<file path="src/rtl/ccx_cfg.svh">
// Register indices, field positions, reset values and timing constants of the CCA extension bank
`ifndef CCX_CFG_SVH
`define CCX_CFG_SVH

`define CCX_IDX_RX_STATUS 9'h01f
`define CCX_IDX_CMD 9'h0f0
`define CCX_IDX_STATE 9'h0f1
`define CCX_IDX_CFG_A 9'h103
`define CCX_IDX_CFG_B 9'h104
`define CCX_IDX_THRESH 9'h105
`define CCX_IDX_RX_ANT 9'h129
`define CCX_IDX_TX_ANT 9'h12a
`define CCX_IDX_ANT0_RSSI 9'h12b
`define CCX_IDX_ANT1_RSSI 9'h12c
`define CCX_IDX_MARGIN 9'h12d
`define CCX_IDX_PRE_LO 9'h12e
`define CCX_IDX_PRE_HI 9'h12f
`define CCX_IDX_SFD_LO 9'h130
`define CCX_IDX_SFD_HI 9'h131
`define CCX_IDX_PHR_LO 9'h132
`define CCX_IDX_PHR_HI 9'h133
`define CCX_IDX_RXB_SIG 9'h134
`define CCX_IDX_RXB_SIZE 9'h135
`define CCX_IDX_TXB_SIG 9'h136
`define CCX_IDX_TXB_SIZE 9'h137
`define CCX_IDX_TESTMODE 9'h139
`define CCX_IDX_VCO_BAND 9'h13b
`define CCX_IDX_VCO_AMP 9'h13c

`define CCX_BIT_BUSY 7
`define CCX_BIT_HOLD_TX 4
`define CCX_BIT_FREEZE 0
`define CCX_BIT_DIV_EN 0
`define CCX_RST_BYTE 8'h00

`define CCX_CMD_RX_ASSESS 8'hb2
`define CCX_CMD_TX 8'hb5
`define CCX_CMD_ON 8'hb1
`define CCX_CMD_CCA_START 8'hb7
`define CCX_CMD_CCA_STOP 8'hb8

`define CCX_CODE_ON 8'h18
`define CCX_CODE_RX 8'h1a
`define CCX_CODE_TX 8'h1c

`define CCX_CLK_MHZ 50
`define CCX_TIMER_INFINITE 3'h7
`define CCX_T0_US 14'd160
`define CCX_T1_US 14'd320
`define CCX_T2_US 14'd640
`define CCX_T3_US 14'd1280
`define CCX_T4_US 14'd1920
`define CCX_T5_US 14'd2560
`define CCX_T6_US 14'd9960

`endif

</file>
<file path="src/rtl/ccx_pkg.sv">
// Types shared by the CCA extension register bank
package ccx_pkg;

	typedef enum logic [1:0] {
		CCX_ST_ON,
		CCX_ST_RX_ASSESS,
		CCX_ST_TX
	} ccx_state_t;

	typedef struct packed {
		ccx_state_t state;
		logic assess_run;
		logic [15:0] tick_cnt;
		logic [13:0] us_cnt;
		logic tx_start;
		logic wait_n;
		logic [31:0] rdata;
		logic [7:0] rx_status;
		logic [7:0] cfg_a;
		logic [7:0] cfg_b;
		logic [7:0] thresh;
		logic [7:0] rx_ant;
		logic [7:0] tx_ant;
		logic [7:0] ant0_rssi;
		logic [7:0] ant1_rssi;
		logic [7:0] margin;
		logic [15:0] preamble;
		logic [15:0] sfd;
		logic [15:0] phr;
		logic [7:0] rxb_sig;
		logic [7:0] rxb_size;
		logic [7:0] txb_sig;
		logic [7:0] txb_size;
		logic [7:0] testmode;
		logic [7:0] vco_band;
		logic [7:0] vco_amp;
	} ccx_regs_t;

endpackage

</file>
<file path="src/rtl/ccx_regs.sv">
// CCA and PHY extension register bank with assessment timer and radio state control
`timescale 1ns/1ps
`default_nettype none
`include "ccx_cfg.svh"

module ccx_regs
	import ccx_pkg::*;
#(
	parameter int TICK_CYCLES = `CCX_CLK_MHZ
)
(
	input wire logic clk_sys, // 50 MHz system clock
	input wire logic rst, // Synchronous reset, active high
	input wire logic [8:0] avs_address, // Word address, equals register index
	input wire logic avs_read, // Read request
	input wire logic avs_write, // Write request
	input wire logic [3:0] avs_byteenable, // Byte lanes, only lane 0 is stored
	input wire logic [31:0] avs_writedata, // Write data
	output logic [31:0] avs_readdata, // Read data, valid while waitrequest low
	output logic avs_waitrequest, // Low for one cycle to finish a request
	input wire logic rssi_valid, // Pulse: new signal level measurement
	input wire logic [7:0] rssi_level, // Measured level, threshold scale
	input wire logic rssi_antenna, // Antenna the measurement came from
	input wire logic rx_byte_strobe, // Pulse: one byte received
	input wire logic preamble_detected, // Receiver preamble detect level
	input wire logic sfd_detected, // Receiver frame delimiter detect level
	input wire logic cal_valid, // Pulse: oscillator calibration finished
	input wire logic [7:0] cal_band, // Calibrated band selection
	input wire logic [7:0] cal_amplitude, // Calibrated amplitude level
	input wire logic tx_done, // Pulse: transmission finished
	output logic [1:0] assessment_if_bandwidth, // IF filter bandwidth code
	output logic channel_busy_flag, // Current assessment result
	output logic assess_active, // Assessment timer running
	output logic tx_start, // Pulse: begin a transmission
	output logic [7:0] radio_state, // State code of the radio
	output logic [15:0] preamble_bytes, // Transmit preamble length in bytes
	output logic [15:0] frame_delimiter, // Delimiter word
	output logic [15:0] phy_header, // PHY header word
	output logic [7:0] rx_buf_level, // Receive buffer nearly-full level
	output logic [7:0] rx_buf_size, // Receive buffer full size
	output logic [7:0] tx_buf_level, // Transmit buffer nearly-full level
	output logic [7:0] tx_buf_size, // Transmit buffer full size
	output logic [7:0] rx_antenna_cfg, // Receive antenna configuration
	output logic [7:0] tx_antenna_cfg, // Transmit antenna configuration
	output logic [7:0] test_mode // Test mode control
);

	ccx_regs_t q_q;
	ccx_regs_t q_d;

	logic req;
	logic take;
	logic wr_hit;
	logic [7:0] wbyte;
	logic [13:0] limit_us;
	logic infinite;
	logic expire;

	function automatic logic [13:0] duration_us(input logic [2:0] sel);
		unique case (sel)
			3'h0: duration_us = `CCX_T0_US;
			3'h1: duration_us = `CCX_T1_US;
			3'h2: duration_us = `CCX_T2_US;
			3'h3: duration_us = `CCX_T3_US;
			3'h4: duration_us = `CCX_T4_US;
			3'h5: duration_us = `CCX_T5_US;
			default: duration_us = `CCX_T6_US;
		endcase
	endfunction

	function automatic logic [7:0] state_code(input ccx_state_t s);
		unique case (s)
			CCX_ST_ON: state_code = `CCX_CODE_ON;
			CCX_ST_RX_ASSESS: state_code = `CCX_CODE_RX;
			CCX_ST_TX: state_code = `CCX_CODE_TX;
		endcase
	endfunction

	function automatic logic [7:0] read_mux(input ccx_regs_t r, input logic [8:0] idx);
		read_mux = 8'h00;
		unique case (idx)
			`CCX_IDX_RX_STATUS: read_mux = r.rx_status;
			`CCX_IDX_STATE: read_mux = state_code(r.state);
			`CCX_IDX_CFG_A: read_mux = r.cfg_a;
			`CCX_IDX_CFG_B: read_mux = r.cfg_b;
			`CCX_IDX_THRESH: read_mux = r.thresh;
			`CCX_IDX_RX_ANT: read_mux = r.rx_ant;
			`CCX_IDX_TX_ANT: read_mux = r.tx_ant;
			`CCX_IDX_ANT0_RSSI: read_mux = r.ant0_rssi;
			`CCX_IDX_ANT1_RSSI: read_mux = r.ant1_rssi;
			`CCX_IDX_MARGIN: read_mux = r.margin;
			`CCX_IDX_PRE_LO: read_mux = r.preamble[7:0];
			`CCX_IDX_PRE_HI: read_mux = r.preamble[15:8];
			`CCX_IDX_SFD_LO: read_mux = r.sfd[7:0];
			`CCX_IDX_SFD_HI: read_mux = r.sfd[15:8];
			`CCX_IDX_PHR_LO: read_mux = r.phr[7:0];
			`CCX_IDX_PHR_HI: read_mux = r.phr[15:8];
			`CCX_IDX_RXB_SIG: read_mux = r.rxb_sig;
			`CCX_IDX_RXB_SIZE: read_mux = r.rxb_size;
			`CCX_IDX_TXB_SIG: read_mux = r.txb_sig;
			`CCX_IDX_TXB_SIZE: read_mux = r.txb_size;
			`CCX_IDX_TESTMODE: read_mux = r.testmode;
			`CCX_IDX_VCO_BAND: read_mux = r.vco_band;
			`CCX_IDX_VCO_AMP: read_mux = r.vco_amp;
			default: read_mux = 8'h00;
		endcase
	endfunction

	assign req = avs_read | avs_write;
	// A request completes at the edge where waitrequest was low
	assign take = req & q_q.wait_n;
	assign wr_hit = take & avs_write & avs_byteenable[0];
	assign wbyte = avs_writedata[7:0];
	assign limit_us = duration_us(q_q.cfg_a[3:1]);
	assign infinite = (q_q.cfg_a[3:1] == `CCX_TIMER_INFINITE);
	assign expire = q_q.assess_run & ~infinite & (q_q.us_cnt >= limit_us);

	always_comb
	begin
		q_d = q_q;
		q_d.tx_start = 1'b0;
		q_d.wait_n = req & ~q_q.wait_n;
		if (req & ~q_q.wait_n)
		begin
			q_d.rdata = {24'h000000, read_mux(q_q, avs_address)};
		end
		q_d.rx_status = {6'h00, sfd_detected, preamble_detected};

		// Host writes; hardware updates below take precedence in the same cycle
		if (wr_hit)
		begin
			unique case (avs_address)
				`CCX_IDX_CFG_A: q_d.cfg_a = {q_q.cfg_a[`CCX_BIT_BUSY], wbyte[6:0]};
				`CCX_IDX_CFG_B: q_d.cfg_b = wbyte;
				`CCX_IDX_THRESH: q_d.thresh = wbyte;
				`CCX_IDX_RX_ANT: q_d.rx_ant = wbyte;
				`CCX_IDX_TX_ANT: q_d.tx_ant = wbyte;
				`CCX_IDX_ANT0_RSSI: q_d.ant0_rssi = wbyte;
				`CCX_IDX_ANT1_RSSI: q_d.ant1_rssi = wbyte;
				`CCX_IDX_MARGIN: q_d.margin = wbyte;
				`CCX_IDX_PRE_LO: q_d.preamble[7:0] = wbyte;
				`CCX_IDX_PRE_HI: q_d.preamble[15:8] = wbyte;
				`CCX_IDX_SFD_LO: q_d.sfd[7:0] = wbyte;
				`CCX_IDX_SFD_HI: q_d.sfd[15:8] = wbyte;
				`CCX_IDX_PHR_LO: q_d.phr[7:0] = wbyte;
				`CCX_IDX_PHR_HI: q_d.phr[15:8] = wbyte;
				`CCX_IDX_RXB_SIG: q_d.rxb_sig = wbyte;
				`CCX_IDX_RXB_SIZE: q_d.rxb_size = wbyte;
				`CCX_IDX_TXB_SIG: q_d.txb_sig = wbyte;
				`CCX_IDX_TXB_SIZE: q_d.txb_size = wbyte;
				`CCX_IDX_TESTMODE: q_d.testmode = wbyte;
				`CCX_IDX_VCO_BAND: q_d.vco_band = wbyte;
				`CCX_IDX_VCO_AMP: q_d.vco_amp = wbyte;
				default: ;
			endcase
		end

		// Measurements arrive without regard to the bus, so they overwrite a same-cycle host write
		if (rssi_valid & q_q.rx_ant[`CCX_BIT_DIV_EN])
		begin
			if (rssi_antenna)
				q_d.ant1_rssi = rssi_level;
			else
				q_d.ant0_rssi = rssi_level;
		end
		if (cal_valid)
		begin
			q_d.vco_band = cal_band;
			q_d.vco_amp = cal_amplitude;
		end

		// Per-byte refresh of the assessment result in the receive-assess state unless frozen for debug
		if (rx_byte_strobe & ~q_q.cfg_a[`CCX_BIT_FREEZE] & q_q.state == CCX_ST_RX_ASSESS)
		begin
			q_d.cfg_a[`CCX_BIT_BUSY] = (rssi_level > q_q.thresh);
			q_d.margin = q_q.thresh - rssi_level;
		end

		// Microsecond tick keeps the duration counter narrow at any clock rate
		if (q_q.assess_run)
		begin
			if (q_q.tick_cnt == 16'(TICK_CYCLES - 1))
			begin
				q_d.tick_cnt = 16'h0000;
				if (~infinite)
					q_d.us_cnt = q_q.us_cnt + 14'd1;
			end
			else
			begin
				q_d.tick_cnt = q_q.tick_cnt + 16'd1;
			end
		end

		unique case (q_q.state)
			CCX_ST_ON:
			begin
				q_d.assess_run = 1'b0;
			end
			CCX_ST_RX_ASSESS:
			begin
				if (expire)
				begin
					q_d.assess_run = 1'b0;
					// Auto transmit only on a clear channel; busy or hold keeps receiving
					if (~q_q.cfg_a[`CCX_BIT_HOLD_TX] & ~q_q.cfg_a[`CCX_BIT_BUSY])
					begin
						q_d.state = CCX_ST_TX;
						q_d.tx_start = 1'b1;
					end
				end
			end
			CCX_ST_TX:
			begin
				q_d.assess_run = 1'b0;
				if (tx_done)
					q_d.state = CCX_ST_ON;
			end
		endcase

		// Commands are written to the command register
		if (wr_hit & avs_address == `CCX_IDX_CMD)
		begin
			unique case (wbyte)
				`CCX_CMD_RX_ASSESS:
				begin
					q_d.state = CCX_ST_RX_ASSESS;
					q_d.assess_run = 1'b0;
				end
				`CCX_CMD_TX:
				begin
					if (q_q.state != CCX_ST_TX)
					begin
						q_d.state = CCX_ST_TX;
						q_d.tx_start = 1'b1;
						q_d.assess_run = 1'b0;
					end
				end
				`CCX_CMD_ON:
				begin
					q_d.state = CCX_ST_ON;
					q_d.assess_run = 1'b0;
				end
				`CCX_CMD_CCA_START:
				begin
					if (q_q.state == CCX_ST_RX_ASSESS)
					begin
						q_d.assess_run = 1'b1;
						q_d.tick_cnt = 16'h0000;
						q_d.us_cnt = 14'd0;
					end
				end
				`CCX_CMD_CCA_STOP:
				begin
					q_d.assess_run = 1'b0;
				end
				default: ;
			endcase
		end
	end

	always_ff @(posedge clk_sys)
	begin
		if (rst)
		begin
			q_q <= '0;
			q_q.state <= CCX_ST_ON;
		end
		else
		begin
			q_q <= q_d;
		end
	end

	assign avs_readdata = q_q.rdata;
	assign avs_waitrequest = ~q_q.wait_n;
	assign assessment_if_bandwidth = q_q.cfg_a[6:5];
	assign channel_busy_flag = q_q.cfg_a[`CCX_BIT_BUSY];
	assign assess_active = q_q.assess_run;
	assign tx_start = q_q.tx_start;
	assign radio_state = state_code(q_q.state);
	assign preamble_bytes = q_q.preamble;
	assign frame_delimiter = q_q.sfd;
	assign phy_header = q_q.phr;
	assign rx_buf_level = q_q.rxb_sig;
	assign rx_buf_size = q_q.rxb_size;
	assign tx_buf_level = q_q.txb_sig;
	assign tx_buf_size = q_q.txb_size;
	assign rx_antenna_cfg = q_q.rx_ant;
	assign tx_antenna_cfg = q_q.tx_ant;
	assign test_mode = q_q.testmode;

endmodule

`default_nettype wire

</file>
<file path="config.mk">
export PLATFORM = sky130hd
export DESIGN_NAME = ccx_regs
export DESIGN_NICKNAME = d
export VERILOG_FILES = /design/src/rtl/ccx_pkg.sv /design/src/rtl/ccx_regs.sv
export VERILOG_INCLUDE_DIRS = /design/src /design/src/rtl
export SDC_FILE = /design/constraint.sdc
export NUM_CORES = 1
export LEC_CHECK = 0
export BUFFER_PORTS_ARGS = -buffer_cell sky130_fd_sc_hd__buf_2
export CAP_MARGIN = 40
export CELL_PAD_IN_SITES_DETAIL_PLACEMENT = 1
export CELL_PAD_IN_SITES_GLOBAL_PLACEMENT = 1
export CORE_MARGIN = 4
export CORE_UTILIZATION = 42
export CTS_CLUSTER_DIAMETER = 50
export DETAILED_ROUTE_END_ITERATION = 10
export GPL_TIMING_DRIVEN = 0
export PLACE_DENSITY_LB_ADDON = 0.1
export SKIP_CTS_REPAIR_TIMING = 1
export SYNTH_ARGS = -nofsm -noshare
export SYNTH_HDL_FRONTEND = slang
export SYNTH_SLANG_ARGS = --single-unit
</file>
<file path="constraint.sdc">
create_clock -name clk_sys -period 2.87 [get_ports clk_sys]
set_input_delay 0.287 -clock clk_sys [delete_from_list [all_inputs] [get_ports clk_sys]]
set_output_delay 0.287 -clock clk_sys [all_outputs]
set_load 0.02 [all_outputs]
</file>
After elaboration in Yosys (flattened, before gate mapping)
Cells that the tools add are included.
{ "totals": {"regBits": 219, "inputBits": 80, "output_inout_bits": 150} }
{ "op_classes": {"add_sub_neg": 3, "magnitude_cmp": 2, "n_eq_ne": 39, "muxes": 46, "n_bitwise": 17, "n_reduce_logical": 28} }
{ "ops": {"columns": ["cell", "count"], "rows": [
  ["9-bit equality test, second input constant", 21],
  ["8-bit one-hot mux with 23 select lines", 1],
  ["8-bit two-way mux", 19],
  ["128-bit two-way mux", 1],
  ["14-bit one-hot mux with 6 select lines", 1],
  ["30-bit two-way mux", 2],
  ["16-bit two-way mux", 3],
  ["8-bit equality test, second input constant", 5],
  ["2-bit AND reduction", 19],
  ["34-bit two-way mux", 1],
  ["31-bit two-way mux", 1],
  ["14-bit two-way mux", 2],
  ["8-bit one-hot mux with 3 select lines", 1],
  ["9-bit by 8-bit equality test with 1-bit output, second input constant", 2],
  ["16-bit by 1-bit adder with 16-bit output, second input constant", 1],
  ["16-bit by 6-bit equality test with 1-bit output, second input constant", 1],
  ["14-bit by 1-bit adder with 14-bit output, second input constant", 1],
  ["14-bit >= comparator", 1],
  ["1-bit AND", 11],
  ["2-bit nonzero test", 5],
  ["3-bit equality test, second input constant", 3],
  ["9-bit by 5-bit equality test with 1-bit output, second input constant", 1],
  ["8-bit > comparator", 1],
  ["8-bit subtractor", 1],
  ["18 further kinds", 30]
]} }

Longest topological paths before layout
{ "logic_depth": {"ltp_word": 9, "depth_mapped": 10, "mapped_depth_nobuf": 9} }

Worst setup path after synthesis
OpenSTA, ideal clock, no wires.
{ "synth_path": {"path_type": "input to register", "startpoint": "input avs_address[2]", "endpoint": "register q_q (netlist bit avs_readdata[7])", "arrival_time_ps": 2182, "required_ps": 2753, "path_slack_ps": 571, "cell_stages": 9, "n_path_buf": 3, "path_cell_list": "buf_2 nor2b_1 buf_2 and4_1 buf_2 a222oi_1 nand4_1 or4_1 a22o_1"} }
{ "synth_via": {"elab_chain_len": 2} }
{ "synth_lines": {"columns": ["element", "line", "rtl"], "rows": [
  ["from (decl)", "ccx_regs.sv:14", "input wire logic [8:0] avs_address,"],
  ["9-bit equality test (tied with other cells)", "ccx_regs.sv:81", "unique case (idx)"],
  ["8-bit one-hot mux with 23 select lines (*)", "ccx_regs.sv:81", null],
  ["to (signal assigned)", "ccx_regs.sv:270", "q_q <= q_d;"],
  ["to (decl)", "ccx_regs.sv:48", "ccx_regs_t q_q;"]
]} }
Every way passes the cells marked *; elsewhere a longest branch is shown, timed or not.
A chain may end at the register's enable or synchronous reset.

Worst setup path after layout
{ "layout_path": {"startpoint": "input avs_address[0]", "endpoint": "register q_q (netlist bit avs_readdata[7])"} }
The elaborated chain is that of the path after synthesis.

==> impl_metrics.ini <==
[status]
status = completed

[sta]
fmaxAchievable_mhz = 350
tightest_slew_ns = 0.999
period_needed_ns = 2.86
drv_slew = 0
worst_clock_skew_ns = 0.0124
count_of_endpoints_failing_setup_in_the_final_report = 0
worst_slew_margin_rel_pct = 32.9
final_hold_viol_count = 0
final.period_utilization_pct = 99.7
fin_hold_ws_ns = 0.00381
rsz0062_at_grt = no

[synth]
postSynth.topFlopCell = sky130_fd_sc_hd__dfxtp_1
synth_seq_cells = 213
yosysWarnings = 0
synth-seq-area-share_pct = 35.9
count_of_flip_flops_with_a_built_in_enable_after_synthesis = 0
synth_compound_area_share_pct = 12.6
async_reset_ff_share_pct = 0
synthTopCellsByArea = sky130_fd_sc_hd__dfxtp_1, sky130_fd_sc_hd__mux2i_1, sky130_fd_sc_hd__buf_4
post_synth.cell_area_avg_sq_um = 8.58
synthSimpleGateAreaFrac_pct = 22.3
syn-instance-count = 1384
synth-xor-area-share_pct = 2.21
synthesis.area_sq_um = 11900
yosys.cell_types.count = 73
synth_top_family_by_area = simple AND/OR/NAND/NOR gates
synth.mux.area_fraction_pct = 10.9
synth_largest_type_area_fraction_pct = 35.9
biggest_area_consumer_among_synthesized_cells = sky130_fd_sc_hd__dfxtp_1
synth-adder-area-share_pct = 2.80

[route]
post_drt_wl_per_cell_um = 24.3
finalWirelength_um = 49400
drc = 0
num_vias = 11600
viasPerCell = 5.70
antenna_left = 0
drtPass1Iterations = 6
drt_iter0_drc = 998

[final_layout]
finish.instance_area_sq_um = 14400
antenna_diode_count = 0
areaGrowthSynthToFinish_pct = 21.6
mostFrequentLayoutCell = sky130_fd_sc_hd__dfxtp_1
post_route_cells_drive_above_1_share_pct = 26.0
nNetsFinal = 1736
final_cells = 2030
layout_common_cells = sky130_fd_sc_hd__dfxtp_1, sky130_fd_sc_hd__buf_2, sky130_fd_sc_hd__nor2_1

[cts]
cts_htree_levels = 1
clk_transition_reported_paths_ns = 0.06
ctsRootBufferMaster = sky130_fd_sc_hd__clkbuf_16
number_of_buffers_added_by_the_clock_tree_synthesis_step = 28
cts_tree = yes
cts_sinks = 213
cts_buffer_depth = 3
clock_insertion_delay_worst_skew_ns = 0.55

[setup_path]
timing.critical_path.required_ns = 3.31
timing.setup.critical_path_class = in2reg
r2r-start = q_q[163]
critical_path.endpoint_type = flip-flop
worst_ep_arrival_time_ns = 3.30
critPathMaxFanout = 10
timing.critical_path.from_type = input port
worstSetupStartpoint = avs_address[0]

[power]
pwr_density_cell_nw_per_um2 = 494
cellLeakagePower_uw = 0.00616
vdd_drop_max_v = 0.000404

[place]
placement.io_buffers = 165
placement.cell_area_sq_um = 13500
post-place-cells = 1977
place_hpwl_um = 38200
finalWeightedCongestion = 0.977

[global_route]
total_global_routing_track_utilization_pct = 30.8
antenna_violations_before_repair = 1
global_route.overflow_total = 0
grt_max_degree = 14
grt_pass1_vias = 11500
grt_pass1_wl_um = 73000

[die]
io-pin-count = 230
std_cell_rows = 61
start_util_pct = 42.6
floorplan.die_area_sq_um = 31000
die_width_um = 176
core-area_sq_um = 27900
vertical_die_dimension_um = 176

[min_path]
worst_hold_startpoint = preamble_detected
worst_hold_path_type = in2reg

[flow_run]
cap_violations = 0
metrics by stage:
step / setup TNS [ns] / setup WS (ns) / util [%] / total power, uW
floorplan: 0 / 0.571 / - / 3320
global placement: -9.23 / -0.495 / 47.7 / 3510
detailed placement: -2.04 / -0.521 / 48.3 / 3530
CTS: 0 / 0.0344 / 51.8 / 7160
global route: 0 / 0.0220 / 51.8 / 7330
finish: 0 / 0.0100 / 51.8 / 7140
sequential cells by signal (all words and copies together) (netlist names), 16 cells and up:
register	flops
phy_header	16
q_q	96
frame_delimiter	16
preamble_bytes	16
metal layers:
metal / part of all wire [%] / track usage [%] / vias to the layer above
li1: - / - / 5248
met1: 43 / 42.1 / 5723
met2: 45 / 49.4 / 489
met3: 8.6 / 6.47 / 101
met4: 3.5 / 9.23 / 2
met5: 0.026 / 0 / -
cell usage after synthesis, drive strengths merged (5+ instances only):
cell type  count
ha            25
a211oi        28
nand4         44
a32oi         12
nand4b         5
a21oi         69
buf          173
and4          11
nor2         193
nor4          19
nor3b          9
nor3          28
dfxtp        213
and3           8
nand2         84
a22oi         34
or3            5
inv           26
a22o          15
xor2          14
a221oi         8
o21ai         16
or4            5
nand3b         6
mux2i        126
nor2b         13
clkbuf        63
nand3         52
xnor2         16
layout make-up:
cell class / instances / area [sq um]
Sequential cell: 213 / 4260
Clock buffer: 35 / 788
Inverter: 26 / 97.6
Buffer: 235 / 1470
Timing Repair Buffer: 189 / 997
Tap cell: 378 / 473
Clock inverter: 17 / 181
Multi-Input combinational cell: 937 / 6170
Fill cell: 3422 / 13400
worst max-delay path, stage by stage:
cell and delay (ns):
sky130_fd_sc_hd__buf_2 0.11, sky130_fd_sc_hd__buf_2 0.17, sky130_fd_sc_hd__nand3b_1 0.48, sky130_fd_sc_hd__nor3_1 0.23, sky130_fd_sc_hd__buf_2 0.24, sky130_fd_sc_hd__a222oi_1 0.56
sky130_fd_sc_hd__nand4_1 0.31, sky130_fd_sc_hd__or4_1 0.65, sky130_fd_sc_hd__a22o_1 0.25
logic make-up after synthesis:
group / count (synthesis)
XOR/XNOR: 30
flip-flops: 213
AO/OA/AOI/OAI: 216
other: 2
AND/OR/NAND/NOR: 506
adder cells (fa/ha/maj): 26
buffers and inverters: 262
multiplexers: 129
power by group:
part           switching (uW)  total (uW)  internal (uW)
logic                     363         499            135
registers                13.1        2990           2970
clock network            1440        3660           2220
total                    1810        7140           5330
path summary, 6_finish.rpt:
| path | slack (ns) | cells after the start | end |
|---|---|---|---|
| worst max-delay path | 0.01 | 9 | avs_readdata[7] |
| worst min-delay path | 0.004 | 2 | q_q[168] |
| worst min register to register | 0.46 | 2 | q_q[153] |
| worst max register to register | 0.18 | 10 | assess_active |
Note: power is estimated with default switching activity, not from simulation.
